`config.mk`:
```
export PLATFORM = sky130hd
export DESIGN_NAME = add_carry_and_mask_exec
export DESIGN_NICKNAME = d
export VERILOG_FILES = /design/src/inc/exec_pkg.sv /design/src/rtl/add_carry_and_mask_exec.sv /design/src/rtl/operand_addr.sv
export VERILOG_INCLUDE_DIRS = /design/src /design/src/inc
export SDC_FILE = /design/constraint.sdc
export NUM_CORES = 1
export LEC_CHECK = 0
export BUFFER_PORTS_ARGS = -buffer_cell sky130_fd_sc_hd__buf_2
export CORE_MARGIN = 1.5
export CORE_UTILIZATION = 50
export CTS_CLUSTER_DIAMETER = 60
export DETAILED_ROUTE_END_ITERATION = 10
export GPL_ROUTABILITY_DRIVEN = 1
export HOLD_SLACK_MARGIN = 0.15
export PLACE_DENSITY = 0.76
export SYNTH_ARGS = -nofsm -noshare
export SYNTH_HDL_FRONTEND = slang
export SYNTH_SLANG_ARGS = --single-unit
```
`constraint.sdc`:
```
create_clock -name mclk -period 2.9 [get_ports mclk]
set_clock_uncertainty 0.05 [all_clocks]
set_input_delay 0.29 -clock mclk [delete_from_list [all_inputs] [get_ports mclk]]
set_output_delay 0.29 -clock mclk [all_outputs]
set_load 0.1 [all_outputs]
```
`src/inc/exec_defines.svh`:
```
// Opcode, field, address and reset constants for the add/mask execution block
`ifndef EXEC_DEFINES_SVH
`define EXEC_DEFINES_SVH
`define OPC_HI_BIT        15
`define OPC_SUMC_LO_BIT   10
`define OPC_SUMC          6'h08
`define OPC_MASK_LO_BIT   8
`define OPC_MASK          8'h0b
`define DEST_BIT          9
`define ACCESS_BIT        8
`define INDEX_LIMIT       8'h5f
`define ACCESS_SPLIT      8'h80
`define ACCESS_HI_BANK    4'hf
`define W_RESET           8'h00
`define FLAG_RESET        1'b0
`endif

```
`src/inc/exec_pkg.sv`:
```
// Types for the add/mask execution block
package exec_pkg;
   typedef enum logic [1:0]
   {
      PH_Q1 = 2'b00,
      PH_Q2 = 2'b01,
      PH_Q3 = 2'b11,
      PH_Q4 = 2'b10
   } phase_e;
   typedef logic [7:0]  byte_t;
   typedef logic [11:0] addr_t;
endpackage

```
`src/rtl/add_carry_and_mask_exec.sv`:
```
// Execution of add-with-carry and mask-immediate instructions
`timescale 1ns/10ps
`include "exec_defines.svh"
// Summary of operation
// RULE1 - Add-with-carry sums W, memory byte and carry and sets all five flags.
// RULE2 - With destination bit zero the sum goes to W only.
// RULE3 - With destination bit one the sum is written back to the memory byte.
// RULE4 - With access bit zero the address resolves through the access bank.
// RULE5 - Access bit zero, extended set on, address up to 95: indexed offset.
// RULE6 - Access bit one joins the bank pointer to the file address.
// RULE7 - Mask-immediate ANDs the literal into W, updating N and Z only.
module add_carry_and_mask_exec
(
   input  wire logic            mclk,
   input  wire logic            reset_n,
   input  wire logic            instr_valid,
   input  wire logic [15:0]     instr_word,
   input  wire logic [3:0]      bank_pointer_register,
   input  wire logic            ext_set_en,
   input  wire exec_pkg::addr_t index_base,
   input  wire exec_pkg::byte_t mem_rdata,
   output exec_pkg::addr_t      mem_addr_ff,
   output logic                 mem_rd_ff,
   output logic                 mem_wr_ff,
   output exec_pkg::byte_t      mem_wdata_ff,
   output logic                 indexed_ff,
   output exec_pkg::byte_t      w_ff,
   output logic                 neg_flag_ff,
   output logic                 signed_wrap_flag_ff,
   output logic                 carry_flag_ff,
   output logic                 nibble_carry_flag_ff,
   output logic                 zero_flag_ff,
   output logic                 done_ff,
   output exec_pkg::phase_e     phase_ff
);
   import exec_pkg::*;

   // ----------------------------------------
   // Decode
   // ----------------------------------------
   logic    is_sumc;
   logic    is_mask;
   logic    op_sumc_ff;
   logic    op_mask_ff;
   logic    dest_ff;
   byte_t   lit_ff;
   byte_t   opnd_ff;
   addr_t   oper_addr;
   logic    indexed;
   phase_e  nxt_phase;

   assign is_sumc = instr_word[`OPC_HI_BIT:`OPC_SUMC_LO_BIT] == `OPC_SUMC;
   assign is_mask = instr_word[`OPC_HI_BIT:`OPC_MASK_LO_BIT] == `OPC_MASK;

   operand_addr u_operand_addr
   (
      .access_sel            (instr_word[`ACCESS_BIT]),
      .ext_set_en            (ext_set_en),
      .file_addr             (instr_word[7:0]),
      .bank_pointer_register (bank_pointer_register),
      .index_base            (index_base),
      .oper_addr             (oper_addr),
      .indexed               (indexed)
   );

   // ----------------------------------------
   // Quarter-cycle sequencer
   // ----------------------------------------
   always_comb
   begin
      unique case (phase_ff)
         PH_Q1: nxt_phase = (instr_valid && (is_sumc || is_mask)) ?
                            PH_Q2 : PH_Q1;
         PH_Q2: nxt_phase = PH_Q3;
         PH_Q3: nxt_phase = PH_Q4;
         PH_Q4: nxt_phase = PH_Q1;
      endcase
   end

   always_ff @(posedge mclk or negedge reset_n)
   begin
      if (!reset_n)
         phase_ff <= PH_Q1;
      else
         phase_ff <= nxt_phase;
   end

   // Latch decoded instruction in Q1
   always_ff @(posedge mclk or negedge reset_n)
   begin
      if (!reset_n)
      begin
         op_sumc_ff  <= 1'b0;
         op_mask_ff  <= 1'b0;
         dest_ff     <= 1'b0;
         lit_ff      <= 8'h00;
         mem_addr_ff <= 12'h000;
         indexed_ff  <= 1'b0;
      end
      else if (phase_ff == PH_Q1 && instr_valid)
      begin
         op_sumc_ff  <= is_sumc;
         op_mask_ff  <= is_mask;
         dest_ff     <= instr_word[`DEST_BIT];
         lit_ff      <= instr_word[7:0];
         if (is_sumc)
         begin
            mem_addr_ff <= oper_addr; // RULE4 RULE5 RULE6
            indexed_ff  <= indexed;
         end
      end
   end

   // Memory read strobe in Q2, data captured at the end of Q2
   always_ff @(posedge mclk or negedge reset_n)
   begin
      if (!reset_n)
         mem_rd_ff <= 1'b0;
      else
         mem_rd_ff <= (phase_ff == PH_Q1) && instr_valid && is_sumc;
   end

   always_ff @(posedge mclk or negedge reset_n)
   begin
      if (!reset_n)
         opnd_ff <= 8'h00;
      else if (phase_ff == PH_Q2)
         opnd_ff <= op_sumc_ff ? mem_rdata : lit_ff;
   end

   // ----------------------------------------
   // Arithmetic in Q3, write in Q4
   // ----------------------------------------
   logic [8:0] sum9;
   logic [4:0] sum5;
   byte_t      res;
   logic       wrap;

   assign sum9 = {1'b0, w_ff} + {1'b0, opnd_ff} + {8'h00, carry_flag_ff};
   assign sum5 = {1'b0, w_ff[3:0]} + {1'b0, opnd_ff[3:0]} +
                 {4'h0, carry_flag_ff};
   assign wrap = (w_ff[7] == opnd_ff[7]) && (sum9[7] != w_ff[7]);
   assign res  = op_sumc_ff ? sum9[7:0] : (w_ff & opnd_ff);

   // ----------------------------------------
   // Working register and flags
   // ----------------------------------------

   always_ff @(posedge mclk or negedge reset_n)
   begin
      if (!reset_n)
      begin
         w_ff                 <= `W_RESET;
         neg_flag_ff          <= `FLAG_RESET;
         signed_wrap_flag_ff  <= `FLAG_RESET;
         carry_flag_ff        <= `FLAG_RESET;
         nibble_carry_flag_ff <= `FLAG_RESET;
         zero_flag_ff         <= `FLAG_RESET;
      end
      else if (phase_ff == PH_Q3)
      begin
         neg_flag_ff  <= res[7]; // RULE1 RULE7
         zero_flag_ff <= res == 8'h00; // RULE1 RULE7
         if (op_sumc_ff)
         begin
            signed_wrap_flag_ff  <= wrap; // RULE1
            carry_flag_ff        <= sum9[8]; // RULE1
            nibble_carry_flag_ff <= sum5[4]; // RULE1
         end
         if (op_mask_ff || !dest_ff)
            w_ff <= res; // RULE2 RULE7
      end
   end

   always_ff @(posedge mclk or negedge reset_n)
   begin
      if (!reset_n)
      begin
         mem_wr_ff    <= 1'b0;
         mem_wdata_ff <= 8'h00;
      end
      else
      begin
         mem_wr_ff <= (phase_ff == PH_Q3) && op_sumc_ff && dest_ff; // RULE3
         if (phase_ff == PH_Q3)
            mem_wdata_ff <= res; // RULE3
      end
   end

   always_ff @(posedge mclk or negedge reset_n)
   begin
      if (!reset_n)
         done_ff <= 1'b0;
      else
         done_ff <= phase_ff == PH_Q3;
   end
endmodule

```
`src/rtl/operand_addr.sv`:
```
// Operand address resolution for byte-oriented instructions
`timescale 1ns/10ps
`include "exec_defines.svh"
module operand_addr
(
   input  wire logic          access_sel,
   input  wire logic          ext_set_en,
   input  wire exec_pkg::byte_t file_addr,
   input  wire logic [3:0]    bank_pointer_register,
   input  wire exec_pkg::addr_t index_base,
   output exec_pkg::addr_t    oper_addr,
   output logic               indexed
);
   import exec_pkg::*;
   always_comb
   begin
      indexed = 1'b0;
      if (access_sel)
         oper_addr = {bank_pointer_register, file_addr}; // RULE6
      else if (ext_set_en && (file_addr <= `INDEX_LIMIT))
      begin
         indexed   = 1'b1;
         oper_addr = index_base + {4'h0, file_addr}; // RULE5
      end
      else if (file_addr < `ACCESS_SPLIT)
         oper_addr = {4'h0, file_addr}; // RULE4
      else
         oper_addr = {`ACCESS_HI_BANK, file_addr}; // RULE4
   end
endmodule

```
After elaboration in Yosys (flattened, before gate mapping):

Cells that the tools add are included.

* add/subtract/negate cells: 5
* $mul: 0
* div/mod/pow operators: 0
* $lt $le $gt $ge: 2
* equal/unequal tests: 7
* shift operators: 0
* multiplexer cells: 9
* bitwise gates (word level): 1
* reductions and logical operators: 15

Operator list (number)
* 12-bit two-way mux: 3
* 8-bit two-way mux: 2
* 12-bit by 8-bit adder with 12-bit output: 1
* 8-bit by 8-bit adder with 9-bit output: 1
* 9-bit by 1-bit adder with 9-bit output: 1
* 8-bit bitwise AND: 1
* 8-bit by 4-bit == test with 1-bit output, second input constant: 1
* 8-bit by 7-bit less-or-equal comparator with 1-bit output, second input constant: 1
* 8-bit logical NOT: 1
* 8-bit less-than comparator, second input constant: 1
* 2-bit case mux with 4 select lines: 1
* 1-bit logical AND: 7
* 6-bit by 4-bit == test with 1-bit output, second input constant: 1
* 2-bit AND reduction: 3
* 4-bit by 4-bit adder with 5-bit output: 1
* 5-bit by 1-bit adder with 5-bit output: 1
* 2-bit == test, second input constant: 2
* 1-bit two-way mux: 3
* 2-bit by 1-bit == test with 1-bit output, second input constant: 1
* 2-bit logical NOT: 1
* 1-bit logical OR: 2
* 1-bit == test: 1
* 1-bit logical NOT: 1
* 1-bit inequality test: 1

* register bits: 58
* latch bits: 0
* bits in writable memories: 0
* memory bits (read-only): 0
* bits of input ports: 44
* output and inout bits: 39
* logic and storage cells: 57
* memories: 0

Depth between registers and ports, before layout:

Gate-level depths: netlist (run 1).

* depth after elaboration: 5
* depth in mapped cells: 10

By module:

Synthesis (run 1) repeated with hierarchy kept, for this count alone.

* cells, all modules: 337
* area total of the unflattened synthesis: 3430.8 um2

Modules (own cells, without submodules)
* add_carry_and_mask_exec: instances 1, cells each 246, area an instance 2808.9 um2
* operand_addr: instances 1, cells each 91, area an instance 621.8 um2

Worst setup path after synthesis (run 1):

OpenSTA, ideal clock, no wires.

* path kind: register to register
* start: register w_ff[0]
* end: register zero_flag_ff
* setup time: 0.120 ns
* arrival time: 2.945 ns
* data required time: 2.730 ns
* path slack: -0.215 ns
* cell stages (with the launch flop): 11
* path buffers: 0
* period minus slack after synthesis: 3.115 ns
* path through: dfrtp_1 > inv_1 > fa_1 > inv_1 > fa_1 > a211oi_1 > or4_1 > o41ai_2 > a211oi_2 > and3_1 > a41o_1

* cells in the longest elaborated chain, start to end: 4
* elaborated cells on any way between the ends: 5
* classes of those cells: add/sub (2); mux (1); bitwise (1); reduce/logical (1)

RTL lines
* start: declaration: line add_carry_and_mask_exec.sv:27 `output exec_pkg::byte_t w_ff,`
* start signal: assignment: line add_carry_and_mask_exec.sv:153 `` w_ff <= `W_RESET; ``
* start signal: assignment: line add_carry_and_mask_exec.sv:171 `w_ff <= res;`
* 8-bit by 8-bit adder with 9-bit output: line add_carry_and_mask_exec.sv:139 `assign sum9 = {1'b0, w_ff} + {1'b0, opnd_ff} + {8'h00, carry_flag_ff};`
* 9-bit by 1-bit adder with 9-bit output: line add_carry_and_mask_exec.sv:139
* 8-bit two-way mux (*): line add_carry_and_mask_exec.sv:143 `assign res = op_sumc_ff ? sum9[7:0] : (w_ff & opnd_ff);`
* 8-bit logical NOT (*): line add_carry_and_mask_exec.sv:163 `zero_flag_ff <= res == 8'h00;`
* end signal: assignment: line add_carry_and_mask_exec.sv:158 `` zero_flag_ff <= `FLAG_RESET; ``
* end: declaration: line add_carry_and_mask_exec.sv:32 `output logic zero_flag_ff,`

Every way passes the cells marked *; elsewhere a longest branch is shown, timed or not.
A chain may end at the register's enable or synchronous reset.

Final worst setup path (run 1):

Same ends and word-level chain as after synthesis.

==> results, run 1 <==
- The share of the Yosys chip area taken by registers is 0.4383.
- The clock period minus worst slack is between 2000 and 3000 ps.
- Cell internal power was estimated by the tool at 1703 uW.
- The kind of cell adding the most delay to the critical path is compound AO/OA/AOI/OAI gates.
- The final layout contains routed wiring with a total length of 7264 um.
- The count of nets after finishing is 490.
- The run finished with clean final reports.
- The number of buffers added by the clock tree synthesis step is 9.
- During I/O placement, the number of pins put on the boundary was 83.
- The clock net sink count is 57.
- Setup violations remaining at the end of the flow were counted as 0.
- In this run the worst hold path is classified as in -> reg.
- The signal arrival time at the worst endpoint is approximately 2700 ps.
- The most utilized layer in the global route result is met2.
- After layout, the worst setup slack is ~380 ps.
- Headroom to the max-slew limit came out at 0.5808.
- The met2 track demand over resource is 0.3739.
- The global-route wire length before repair is between 10000 and 15000 um.
- The clock-pin slew on the worst setup and hold paths is 60 ps.
- Counting every net in the synthesized netlist gives 405.
- Once layout is done, the placed cells without fillers occupy 3923 um2.
- The flip-flop and latch area is between 1000 and 1500 um2.
- Of the cells placed in the final design, the portion with a size suffix greater than 1 is 0.2731.
- Setup total negative slack on the finished layout was measured at 0 ps.
- Setup repair after global routing left no endpoint under its margin.
- A synthesized cell averages 9.516 um2.
- The largest net degree at the start of global routing is 39.
- The width of the die is about 84 um.
- The die covers approximately 7000 um2.
- In the synthesized netlist the async set-or-reset flop fraction comes to 1.000.
- STA puts the critical path data required time at a little over 3000 ps.
- Ranked by instance count, the synthesized netlist is headed by sky130_fd_sc_hd__dfrtp_1 (57), sky130_fd_sc_hd__nand2_1 (40), sky130_fd_sc_hd__o21ai_0 (37).
- The wire-length estimate of the detail-placed layout is 5595 um.
- The share of total power dissipated in combinational logic is 0.437.
- During synthesis, Yosys emitted a total of 0 warnings.
- The later-pin clock latency in the skew report is 340 ps.
- The layout has 570 filler cells.
- The multi-input combinational cells in the finished layout cover a total of 1698 um2.
- The core region is around 6300 um2.
- The initial antenna violation count came to 0.
- The cell at the root of the clock tree is sky130_fd_sc_hd__clkbuf_8.
- Summed over all layers, the global routing overflow is 0.
- For this design the total switching power over the nets is around 1300 uW.
- For this block, the initial DRC count from the detailed router was 130.
- After detailed routing, the average wire length per cell comes to around 14 um.
- For this run, global-route usage on met1 was measured as 0.2829.
- Detailed routing inserted a total of 2786 vias.
- The most frequently used flop master after synthesis is sky130_fd_sc_hd__dfrtp_1.
- In this run, post-CTS repair resized a total of 0 instances.
- Counting both buffers and inverters, the worst setup path holds a total of 2.
- The final hold violation count is 0.
- The net switching fraction of the power is 0.4397.
- The count of flip-flops with a built-in enable after synthesis is 0.
- The worst-margin pin slew is approximately 630 ps.
- After detailed routing, the number of vias per cell comes to 5.473.
- The number of distinct library cell variants in the gate-level netlist after synthesis is 55.
- By area the synthesized netlist is led by sky130_fd_sc_hd__dfrtp_1 (44%), sky130_fd_sc_hd__ha_1 (6.2%), sky130_fd_sc_hd__mux2i_1 (5.8%).
- After technology mapping, the gate count stands at 342.
- The met3 capacity usage during global routing is 0.05638.
- Along the worst path, the maximum fanout reaches 3.
- The type of element launching the critical path is a flop.
- The kind of end point of the critical path is a flop.
- The signal on the critical path passes through inv_1, fa_1, inv_1, fa_1, a211oi_1, nor2_1, o41ai_2, a211oi_2, and3_1, a41o_1.
- The share of power burned in registers is 0.347.
- The count of buffers from port buffering is 82.
- The floorplan row count is 29.
- The weighted congestion reported at the end of routability-driven placement is 0.9337.
- The maximum ir drop on the vdd rail is 0.0004674 V.
- 0 antenna diodes ended up in the layout.
- Timing would allow up to 396.5 MHz.
- Max-cap violations in this run came to 0.
- The first detailed-routing pass ran for 4 iterations.
- OpenSTA, run right after detailed placement, puts the worst setup slack at 397.3 ps.
- The largest stage delay on the critical path is 410 ps.
- In this run the remaining antenna-violating nets after routing total 0.
- The overall routing resource usage is 0.2275.
- The via count of the first global-routing pass is 2820.
- The share of synthesized area in the top cell type comes to 0.4383.
- The worst-case clock buffer depth is 2.
- From synthesis to final layout, the design area changed by 20.53%.
- Of the total power, the clock network draws 0.216.
- The most area-hungry cell type in the Yosys netlist is sky130_fd_sc_hd__dfrtp_1.
- The master of the slowest instance on the critical path is sky130_fd_sc_hd__dfrtp_2.
- The synthesized netlist occupies a cell area of 3254 um2.
- Summing all placed instances gives a cell area of 3739 um2.
- The count of state elements after synthesis is 57.
- The count of unresolved DRC violations after routing is 0.
- The effective utilization at floorplan is 0.5155.
- The tightest hold margin is between 150 and 200 ps.
- The critical path is of the reg -> reg type.
- sky130_fd_sc_hd__dfrtp_1 is the most common cell in the netlist.
- The H-tree was split into 3 levels.
- The floorplan step set the die height to 83.68 um.
- The part of the cycle the worst path needs is 0.8696.
- The reported leakage power is 0.001960 uW.
- The number of slew-limit violations in the final report is 0.
- The CTS tree is yes.
- The power density over the cells is 774.9 nW/um2.
[layout by cell type (no fill, tap or decap), drive strengths merged, types with 2 or more instances in the layout]
cell / synthesis / layout
nand2: 40 / 40
ha: 16 / 16
and3: 3 / 3
nand3: 5 / 5
a21oi: 28 / 28
inv: 18 / 18
mux2i: 19 / 19
o32ai: 2 / 2
a211oi: 4 / 4
nand2b: 2 / 2
nor2b: 6 / 6
nor2: 23 / 23
nor3: 7 / 7
fa: 3 / 3
o31ai: 2 / 2
nand3b: 2 / 2
o211ai: 2 / 2
xor2: 3 / 3
clkbuf: 8 / 13
o21ai: 37 / 37
nor3b: 2 / 2
dfrtp: 57 / 57
clkinv: 0 / 3
or2: 2 / 2
a21o: 4 / 4
nor4: 3 / 3
mux2: 9 / 9
xnor2: 5 / 5
buf: 6 / 87
or3: 3 / 3
a21boi: 2 / 2
[path summary, 6_finish.rpt]
| kind | from | end | slack (ps) | cells after the start |
|---|---|---|---|---|
| max | w_ff[0]$_DFFE_PN0P_ | zero_flag_ff$_DFFE_PN0P_ | 380 | 10 |
| min | instr_word[0] | lit_ff[0]$_DFFE_PN0P_ | 170 | 2 |
| max reg2reg | w_ff[0]$_DFFE_PN0P_ | zero_flag_ff$_DFFE_PN0P_ | 380 | 10 |
| min reg2reg | mem_wdata_ff[3]$_DFFE_PN0P_ | mem_wdata_ff[3]$_DFFE_PN0P_ | 420 | 2 |
| max in group asynchronous | reset_n | w_ff[0]$_DFFE_PN0P_ | 1570 | 3 |
| min in group asynchronous | reset_n | w_ff[4]$_DFFE_PN0P_ | 370 | 2 |
[metal layers]
layer	up-vias	wire length [um]
met3	18	432
met1	1274	3284
met2	98	3373
li1	1396	-
met5	-	0
met4	0	173
[final cells by class]
type | instances | share of cell area
Timing Repair Buffer | 88 | 0.1167
Clock buffer | 13 | 0.04051
Inverter | 18 | 0.01722
Sequential cell | 57 | 0.3643
Tap cell | 77 | 0.02456
Clock inverter | 3 | 0.003828
Multi-Input combinational cell | 253 | 0.4329
[power groups by stage]
stage	combinational, uW	sequential [uW]	clock [uW]
finish	1330	1050	656
global route	1440	1080	715
CTS	1330	1060	680
detailed placement	1330	1070	0
global placement	1300	1060	0
floorplan	616	1510	0
[worst reg2reg max path: stages (launching register included)]
cell	delay, ps
sky130_fd_sc_hd__dfrtp_2	410
sky130_fd_sc_hd__inv_1	100
sky130_fd_sc_hd__fa_1	190
sky130_fd_sc_hd__inv_1	60
sky130_fd_sc_hd__fa_1	410
sky130_fd_sc_hd__a211oi_1	260
sky130_fd_sc_hd__nor2_1	110
sky130_fd_sc_hd__o41ai_2	340
sky130_fd_sc_hd__a211oi_2	80
sky130_fd_sc_hd__and3_1	180
sky130_fd_sc_hd__a41o_1	220
[sequential cells by signal, indices dropped and copies added (netlist names), 2 cells and up]
register      flops
mem_wdata_ff      7
mem_addr_ff      12
lit_ff            8
phase_ff          2
opnd_ff           8
w_ff              8
[repair_timing]
action                                 CTS  global route
endpoints found under the hold margin   19             0
hold buffers                             1             0
setup buffers                            0             0
[metrics by stage]
step                      utilization  power [uW]  std cells
after floorplan                     -        2123        342
after global placement         0.5922        2358        492
after detailed placement       0.5922        2395        492
after CTS                      0.6213        3067        509
after global routing           0.6213        3237        509
final                          0.6213        3039        509
[logic make-up (layout without fill, tap and decap cells)]
group | count (synthesis) | count (layout) | synth area share
AOI/OAI and AO/OA | 94 | 94 | 0.1772
DFF | 57 | 57 | 0.4383
muxes | 28 | 28 | 0.08958
xor gates and xnor gates | 8 | 8 | 0.02153
buffers and inverters | 32 | 122 | 0.03998
and+or+nand+nor | 104 | 104 | 0.1534
adders and majority gates | 19 | 19 | 0.07997
No activity file was read; power rests on OpenSTA's default activity.
==> inputs of run 2 (changes only) <==
--- a/config.mk
+++ b/config.mk
@@ -10,10 +10,12 @@
 export CORE_MARGIN = 1.5
 export CORE_UTILIZATION = 50
 export CTS_CLUSTER_DIAMETER = 60
+export CTS_CLUSTER_SIZE = 20
 export DETAILED_ROUTE_END_ITERATION = 10
 export GPL_ROUTABILITY_DRIVEN = 1
 export HOLD_SLACK_MARGIN = 0.15
-export PLACE_DENSITY = 0.76
+export PLACE_DENSITY = 0.75
 export SYNTH_ARGS = -nofsm -noshare
 export SYNTH_HDL_FRONTEND = slang
+export SYNTH_HIERARCHICAL = 1
 export SYNTH_SLANG_ARGS = --single-unit
==> run 2 against run 1 <==
Effect of this change: non-clock buffer count up 1; worst hold slack worse by 0.64 ps; final area up 4.6%; clock-buffer cell count unchanged; final cell count down 0.20%; critical path depth down 1; sequential power about the same; via count up 2.7%; flip-flop and latch count unchanged.
==> results, run 2 <==
- The number of buffers added by the clock tree synthesis step was 9 (unchanged).
- The clock-pin slew on the worst setup and hold paths came to 70 ps (about the same).
- The master of the slowest instance on the critical path is sky130_fd_sc_hd__fa_1.
- The combinational share of power is 0.423 (-0.014).
- The net count of the mapped netlist is 400 (-1.2%).
- The sum of routed wire length over all layers is 7595 um (+4.6%).
- The final hold violation count is 0 (unchanged).
- The number of design-rule violations left by the first detailed-router iteration was 128 (-1.5%).
- The share of the synthesized area in compound gates (AO/OA/AOI/OAI) is 0.1853 (+0.008027).
- The die extent in y is 85.84 um (+2.6%).
- The top cell types in the final layout, fill and taps aside, are sky130_fd_sc_hd__buf_2 (82), sky130_fd_sc_hd__dfrtp_1 (57), sky130_fd_sc_hd__nand2_1 (41).
- The antenna diode count is 0 (unchanged).
- The combinational family with the most area after synthesis is compound AO/OA/AOI/OAI gates.
- The total global routing overflow is 0 (unchanged).
- The largest stage delay on the critical path is 430 ps (+20 ps).
- The post-synthesis xor/xnor area fraction was 0.01532 (-0.006213).
- The effective utilization at floorplan is 0.5106 (-0.004843).
- The synthesized area per cell is 10.18 um2 (+7.0%).
- The average wire per cell in the routed design came to 14.95 um (+4.8%).
- Traced cell by cell, the critical path runs through inv_1, fa_1, inv_1, fa_1, a211oi_2, nor2_1, o31a_2, and2_1, a41o_1.
- The kind of cell adding the most delay to the critical path is compound AO/OA/AOI/OAI gates.
- The share of the yosys chip area belonging to registers is 0.4158 (-0.02254).
- The final critical-path setup slack was 396.9 ps (+18.77 ps).
- The floorplan row count was 30 (+3.4%).
- The share of power burned in registers is 0.352 (+0.005).
- The max-cap violation count is 0 (unchanged).
- The register containing the most flip-flops in the final layout is mem_addr_ff.
- The weighted congestion reported at the end of routability-driven placement is 0.9303 (-0.36%).
- By area the synthesized netlist is led by sky130_fd_sc_hd__dfrtp_1 (42%), sky130_fd_sc_hd__mux2_2 (6.9%), sky130_fd_sc_hd__ha_1 (5.8%).
- The number of H-tree levels is 3 (unchanged).
- The worst-margin pin slew is 807.1 ps (+178.3 ps).
- The worst-case clock buffer depth was 2 (unchanged).
- The beginning of the worst hold path is instr_word[2].
- The signal arrival time at the worst endpoint is 2680 ps (-20 ps).
- The fraction of the mapped netlist area in adder cells is 0.07586 (-0.004112).
- The fraction of final layout cells with drive strength greater than 1 came to 0.3201 (+0.04695).
- The flip-flop count of the largest register, all copies and words added is 12 (unchanged).
- The flow ran to the end, and the final reports show no timing, DRC or antenna violations.
- The Yosys warning count is 6 (+6).
- The cell total after placement came to 491 (-0.20%).
- The end of the worst register-to-register path is zero_flag_ff$_DFFE_PN0P_.
- The largest net degree at the start of global routing is 37 (-5.1%).
- The launch point of the worst path is w_ff[0]$_DFFE_PN0P_.
- The non-filler instance count after layout is 508 (-0.20%).
- The initial antenna violation count is 0 (unchanged).
- The width of the die was 85.84 um (+2.6%).
- The net switching fraction of the power is 0.4258 (-0.01381).
- The required time of the worst setup path is 3080 ps (about the same).
- The number of placed I/O pins is 83 (unchanged).
- The setup slack after placement is 416.9 ps (+19.54 ps).
- The number of cells on the worst hold path is 2 (unchanged).
- In the synthesized netlist the dominant register cell turns out to be sky130_fd_sc_hd__dfrtp_1.
- The core footprint was 6719 um2 (+6.4%).
- The number of cell instances on the worst register-to-register path is 9 (-1).
- Compared with the post-synthesis result, the final layout area differs by 19.58%.
- The fraction of synthesis flops using an asynchronous set or reset pin came to 1.000 (unchanged).
- The final number of setup-violating endpoints is 0 (unchanged).
- The most area-hungry cell type in the Yosys netlist is sky130_fd_sc_hd__dfrtp_1.
- The internal power of the cells came to 1739 uW (+2.1%).
- The reported leakage power is 0.002049 uW (+4.5%).
- The area of the die was 7368 um2 (+5.2%).
- The count of state elements after synthesis was 57 (unchanged).
- The clock net sink count was 57 (unchanged).
- The CTS tree is yes.
- The placed wire-length estimate after detailed placement is 5794 um (+3.6%).
- The global-route wire length before repair is 12820 um (+0.71%).
- The routed via count was 2862 (+2.7%).
- The number of cells upsized or downsized after cts is 0 (unchanged).
- By instance count, the leading cell after synthesis is sky130_fd_sc_hd__dfrtp_1.
- The filler cell count in the final layout came to 595 (+4.4%).
- The overall routing resource usage was 0.2246 (-0.002896).
- The post-synthesis instance area is 3431 um2 (+5.4%).
- The maximum ir drop on the vdd rail was 0.0004082 V (-13%).
- The count of flip-flops with a built-in enable after synthesis is 0 (unchanged).
- The most common cell after layout, fill and taps aside is sky130_fd_sc_hd__buf_2.
- The fraction of power consumed by the clock network is 0.225 (+0.009).
- Setup repair after global routing left no endpoint under its margin.
- The area fraction of the dominant cell type after synthesis came to 0.4158 (-0.02254).
- The part of the cycle the worst path needs was 0.8631 (-0.006472).
- The most critical setup path has its endpoint at zero_flag_ff$_DFFE_PN0P_.
- In the synthesized netlist, the cells that appear most often are sky130_fd_sc_hd__dfrtp_1 (57), sky130_fd_sc_hd__nand2_1 (41), sky130_fd_sc_hd__o21ai_0 (28).
- The worst-path maximum fanout is 4 (+1).
- The proportion of synthesized area in mux cells is 0.1138 (+0.02420).
- The path class of the tightest hold or removal check is in -> reg.
- The reported net switching power came to 1290 uW (-3.5%).
- The remaining number of nets flagged by the antenna check after routing is 0 (unchanged).
- The number of slew-limit violations in the final report is 0 (unchanged).
- The count of nets after finishing is 487 (-0.61%).
- The critical path in this run is classified as reg -> reg.
- The clock period minus worst slack came to 2503 ps (-18.77 ps).
- The count of buffers from port buffering is 82 (unchanged).
- The iteration count of the initial detailed-routing pass is 4 (unchanged).
- The via count of the first global-routing pass was 2779 (-1.5%).
- The power density over the cells was 738.1 nW/um2 (-4.7%).
- The count of unresolved DRC violations after routing was 0 (unchanged).
- The tree is rooted in a sky130_fd_sc_hd__clkbuf_8.
- The number of vias per cell is 5.634 (+2.9%).
- The later-pin clock latency in the skew report is 340 ps (about the same).
- The maximum clock rate is 399.5 MHz (+0.75%).
- The cell depth of the worst setup path is 9 (-1).
- The setup TNS is 0 ps (unchanged).
- The launch instance of the worst register-to-register path is w_ff[0]$_DFFE_PN0P_.
- The synthesized netlist cell count is 337 (-1.5%).
- The count of buffer and inverter cells on the critical path is 2 (unchanged).
- The kind of end point of the critical path is a flop.
- The worst-case register-to-register setup slack is 400 ps (+20 ps).
- The number of distinct library cell variants in the gate-level netlist after synthesis was 66 (+20%).
- The remaining max-slew budget at the tightest pin came to 0.4620 (-0.1189).
- The simple-gate share of the synthesized area is 0.1528 (-0.0005944).
- The worst setup path is launched from a flop.
## run 2: per-stage QoR
step | cell area [um2] | hold WS (ps) | util | power [uW]
5_1_grt | 4103 | 184.9 | 0.6106 | 3217
4_1_cts | 4103 | 160.4 | 0.6106 | 3048
2_1_floorplan | 3431 | -55.59 | - | 2088
6_report | 4103 | 169.0 | 0.6106 | 3028
3_3_place_gp | 3901 | 367.3 | 0.5806 | 2331
3_5_place_dp | 3901 | 382.5 | 0.5806 | 2361
## run 2: what timing repair did
action | CTS | global route
hold buffers | 2 | 0
buffers inserted | 0 | 0
endpoints found under the hold margin | 35 | 0
## run 2: worst register-to-register path, delay by kind of cell (launching register included)
kind | cells | cell delay [ps]
compound gates | 3 | 900
fa+ha+maj | 2 | 630
flops | 1 | 390
simple gates | 2 | 250
buf+inv | 2 | 170
## run 2: power by group through the flow
| stage | clock (uW) | combinational [uW] | sequential, uW |
|---|---|---|---|
| floorplan | 0 | 622 | 1470 |
| global placement | 0 | 1260 | 1070 |
| detailed placement | 0 | 1280 | 1080 |
| CTS | 694 | 1290 | 1070 |
| global route | 736 | 1390 | 1090 |
| finish | 681 | 1280 | 1070 |
## run 2: logic make-up (layout without fill, tap and decap cells)
family / count (synthesis) / after routing
and+or+nand+nor: 97 / 97
adders and majority gates: 19 / 19
xor gates and xnor gates: 6 / 6
DFF: 57 / 57
AOI/OAI and AO/OA: 92 / 92
buffers and inverters: 30 / 121
muxes: 36 / 36
## run 2: per-layer routing
| metal | vias up | part of all wire | wire (um) | GRT usage |
|---|---|---|---|---|
| li1 | 1398 | - | - | - |
| met1 | 1343 | 0.44 | 3375 | 0.2836 |
| met2 | 106 | 0.47 | 3570 | 0.3715 |
| met3 | 15 | 0.065 | 493 | 0.05967 |
| met4 | 0 | 0.021 | 156 | 0.08211 |
| met5 | - | 0 | 0 | 0 |
## run 2: final cells by class
cell class / count / area (um2) / share of cell area
clock buffer: 13 / 168.9 / 0.04117
inverter: 17 / 63.81 / 0.01555
timing repair buffer: 89 / 467.9 / 0.1141
tap: 80 / 100.1 / 0.02440
multi-input combinational: 250 / 1863 / 0.4541
sequential: 57 / 1426 / 0.3477
clock inverter: 2 / 12.51 / 0.003050
## run 2: how the worst min path moves through the flow
stage	slack (ps)	end
detailed placement	380	mem_wdata_ff[3]$_DFFE_PN0P_
floorplan	-60	carry_flag_ff$_DFFE_PN0P_
CTS	160	lit_ff[2]$_DFFE_PN0P_
global placement	370	mem_wdata_ff[1]$_DFFE_PN0P_
global route	180	lit_ff[2]$_DFFE_PN0P_
finish	170	lit_ff[2]$_DFFE_PN0P_
==> inputs of run 3 (changes only) <==
--- a/config.mk
+++ b/config.mk
@@ -6,15 +6,14 @@
 export SDC_FILE = /design/constraint.sdc
 export NUM_CORES = 1
 export LEC_CHECK = 0
-export BUFFER_PORTS_ARGS = -buffer_cell sky130_fd_sc_hd__buf_2
 export CORE_MARGIN = 1.5
 export CORE_UTILIZATION = 50
 export CTS_CLUSTER_DIAMETER = 60
 export CTS_CLUSTER_SIZE = 20
 export DETAILED_ROUTE_END_ITERATION = 10
+export DONT_BUFFER_PORTS = 1
 export GPL_ROUTABILITY_DRIVEN = 1
 export HOLD_SLACK_MARGIN = 0.15
-export PLACE_DENSITY = 0.75
 export SYNTH_ARGS = -nofsm -noshare
 export SYNTH_HDL_FRONTEND = slang
 export SYNTH_HIERARCHICAL = 1
==> run 3 against run 2 <==
Effect of this change: critical path depth stayed put; highest routed layer unchanged; largest power group is now registers; register-to-register slack improved by 30 ps; clock power increased by 18%.
==> results, run 3 (synthesis gave the netlist of run 2 again) <==
- The placed instance area is 3567 um2 (-8.6%).
- The kind of cell adding the most delay to the critical path is compound AO/OA/AOI/OAI gates.
- The number of placed I/O pins came to 83 (unchanged).
- The sum of routed wire length over all layers is 7869 um (+3.6%).
- The worst min-delay path class is in -> reg.
- The clock net sink count is 57 (unchanged).
- The register containing the most flip-flops in the final layout is mem_addr_ff.
- The number of design-rule violations left by the first detailed-router iteration is 48 (-63%).
- Setup repair after global routing left no endpoint under its margin.
- The required time of the worst setup path is 3100 ps (+20 ps).
- The flip-flop count of the largest register, all copies and words added is 12 (unchanged).
- The master of the slowest instance on the critical path is sky130_fd_sc_hd__fa_1.
- The number of slew-limit violations in the final report is 0 (unchanged).
- The core footprint is 6719 um2 (unchanged).
- The worst-case clock buffer depth is 2 (unchanged).
- The internal power of the cells came to 1776 uW (+2.2%).
- The met2 layer wire length in the routed design is 3823 um (+7.1%).
- The clock-pin slew on the worst setup and hold paths came to 80 ps (about the same).
- The reported leakage power is 0.001834 uW (-10%).
- The placed wire-length estimate after detailed placement is 5643 um (-2.6%).
- The CTS tree is yes.
- The average wire per cell in the routed design came to 17.22 um (+15%).
- The filler cell count in the final layout is 604 (+1.5%).
- The count of unresolved DRC violations after routing was 0 (unchanged).
- The routed via count came to 2622 (-8.4%).
- The highest metal layer carrying signal wires in the routed design is met4.
- The library cells used most frequently in the layout, excluding fill and tap cells, are sky130_fd_sc_hd__dfrtp_1 (56), sky130_fd_sc_hd__nand2_1 (41), sky130_fd_sc_hd__o21ai_0 (28).
- The setup TNS is 0 ps (unchanged).
- The number of H-tree levels is 3 (unchanged).
- Leaving out fill and tap cells, the most frequent cell in the layout is sky130_fd_sc_hd__dfrtp_1.
- The final hold violation count is 0 (unchanged).
- The power density over the cells is 775.8 nW/um2 (+5.1%).
- The overall routing resource usage is 0.2223 (-0.002256).
- The via count of the first global-routing pass came to 2620 (-5.7%).
- The maximum clock rate came to 405.1 MHz (+1.4%).
- The area of the die came to 7368 um2 (unchanged).
- The cell at the root of the clock tree is sky130_fd_sc_hd__clkbuf_8.
- The width of the die is 85.84 um (unchanged).
- The worst-path maximum fanout is 4 (unchanged).
- The share of power burned in registers was 0.434 (+0.082).
- The reported net switching power was 1339 uW (+3.8%).
- The later-pin clock latency in the skew report is 360 ps (+20 ps).
- The signal arrival time at the worst endpoint is 2670 ps (about the same).
- The largest stage delay on the critical path is 420 ps (about the same).
- The worst-case register-to-register setup slack is 430 ps (+30 ps).
- The worst-margin pin slew is 946.2 ps (+139.2 ps).
- The clock period minus worst slack came to 2469 ps (-34.53 ps).
- The area growth from synthesis to layout is 17.03%.
- The die extent in y was 85.84 um (unchanged).
- The remaining number of nets flagged by the antenna check after routing is 0 (unchanged).
- The largest net degree at the start of global routing is 58 (+57%).
- The count of buffer and inverter cells on the critical path is 2 (unchanged).
- The setup path with the least slack is of type reg -> reg.
- The global-route wire length before repair was 12600 um (-1.7%).
- The fraction of final layout cells with drive strength greater than 1 is 0.1830 (-0.1371).
- The final design area excluding fillers is 4015 um2 (-2.1%).
- The final number of setup-violating endpoints is 0 (unchanged).
- The number of buffers added by the clock tree synthesis step was 9 (unchanged).
- The combinational share of power is 0.308 (-0.115).
- The iteration count of the initial detailed-routing pass is 4 (unchanged).
- The kind of end point of the critical path is a flop.
- The total global routing overflow was 0 (unchanged).
- The number of cells upsized or downsized after cts is 0 (unchanged).
- The maximum ir drop on the vdd rail is 0.0003878 V (-5.0%).
- The floorplan row count is 30 (unchanged).
- The count of buffers from port buffering is 0 (-100%).
- The remaining max-slew budget at the tightest pin is 0.3692 (-0.09277).
- The weighted congestion reported at the end of routability-driven placement is 0.8352 (-10%).
- The critical path goes through inv_1, fa_1, inv_1, fa_1, a211oi_2, nor2_1, o31a_2, and2_1, a41o_1.
- The routed length on met1 is 3339 um (-1.1%).
- The fraction of power consumed by the clock network is 0.258 (+0.033).
- The initial antenna violation count is 0 (unchanged).
- The effective utilization at floorplan is 0.5106 (unchanged).
- The routed length on met3 is 533 um (+8.1%).
- The count of nets after finishing is 435 (-11%).
- The net switching fraction of the power came to 0.4297 (+0.003880).
- The number of vias per cell came to 5.737 (+1.8%).
- The max-cap violation count is 0 (unchanged).
- The part of the cycle the worst path needs is 0.8512 (-0.01191).
- The run finished with clean final reports.
- The antenna diode count was 0 (unchanged).
- STA classifies the critical path startpoint as a flop.
-- run 3: cell count changes in the layout (fill, tap and decap cells not counted), sizes merged --
cell / before / now
buf: 87 / 16
dlygate4sd3: 2 / 21
inv: 17 / 20
bufinv: 0 / 1
clkbuf: 13 / 10
-- run 3: timing repair --
item,in CTS,in global routing
hold endpoints to repair,83,0
hold buffers,22,0
setup buffers,0,0
endpoints found under the setup margin,0,0
-- run 3: worst paths after layout --
check,startpoint,to,depth (start not counted)
worst min-delay path,mem_rdata[6],opnd_ff[6]$_DFFE_PN0P_,2
worst min register to register,opnd_ff[3]$_DFFE_PN0P_,opnd_ff[3]$_DFFE_PN0P_,2
max in group asynchronous,reset_n,lit_ff[7]$_DFFE_PN0P_,2
min in group asynchronous,reset_n,neg_flag_ff$_DFFE_PN0P_,2
worst max register to register,w_ff[0]$_DFFE_PN0P_,zero_flag_ff$_DFFE_PN0P_,9
worst max-delay path,w_ff[0]$_DFFE_PN0P_,zero_flag_ff$_DFFE_PN0P_,9
-- run 3: power groups by stage --
stage	Combinational, uW	Clock, uW	Sequential [uW]
6_report	961	802	1350
4_1_cts	961	809	1350
3_3_place_gp	899	0	1360
2_1_floorplan	622	0	1470
5_1_grt	1060	848	1380
3_5_place_dp	911	0	1370
-- run 3: cell type report --
class / count / area, um2 / share of cell area
Timing Repair Buffer: 37 / 350.3 / 0.08725
Inverter: 17 / 63.81 / 0.01589
Tap cell: 80 / 100.1 / 0.02493
Multi-Input combinational cell: 250 / 1863 / 0.4640
Sequential cell: 57 / 1428 / 0.3556
Clock inverter: 6 / 72.57 / 0.01807
Clock buffer: 10 / 137.6 / 0.03428
-- run 3: per-stage QoR --
step | total power [uW] | cells | utilization | hold WS, ps | worst slack, ps
3_5_place_dp | 2280 | 419 | 0.5309 | -53.90 | 464.4
4_1_cts | 3125 | 457 | 0.5976 | 150.3 | 433.6
2_1_floorplan | 2088 | 337 | - | -55.59 | 7.931
5_1_grt | 3282 | 457 | 0.5976 | 165.8 | 321.8
6_report | 3115 | 457 | 0.5976 | 142.5 | 431.5
3_3_place_gp | 2263 | 419 | 0.5309 | -54.31 | 513.6
-- run 3: metal layers --
metal,vias to the layer above,GRT usage
met2,81,0.3679
met5,-,0
li1,1294,-
met4,0,0.09971
met1,1231,0.2654
met3,16,0.07026
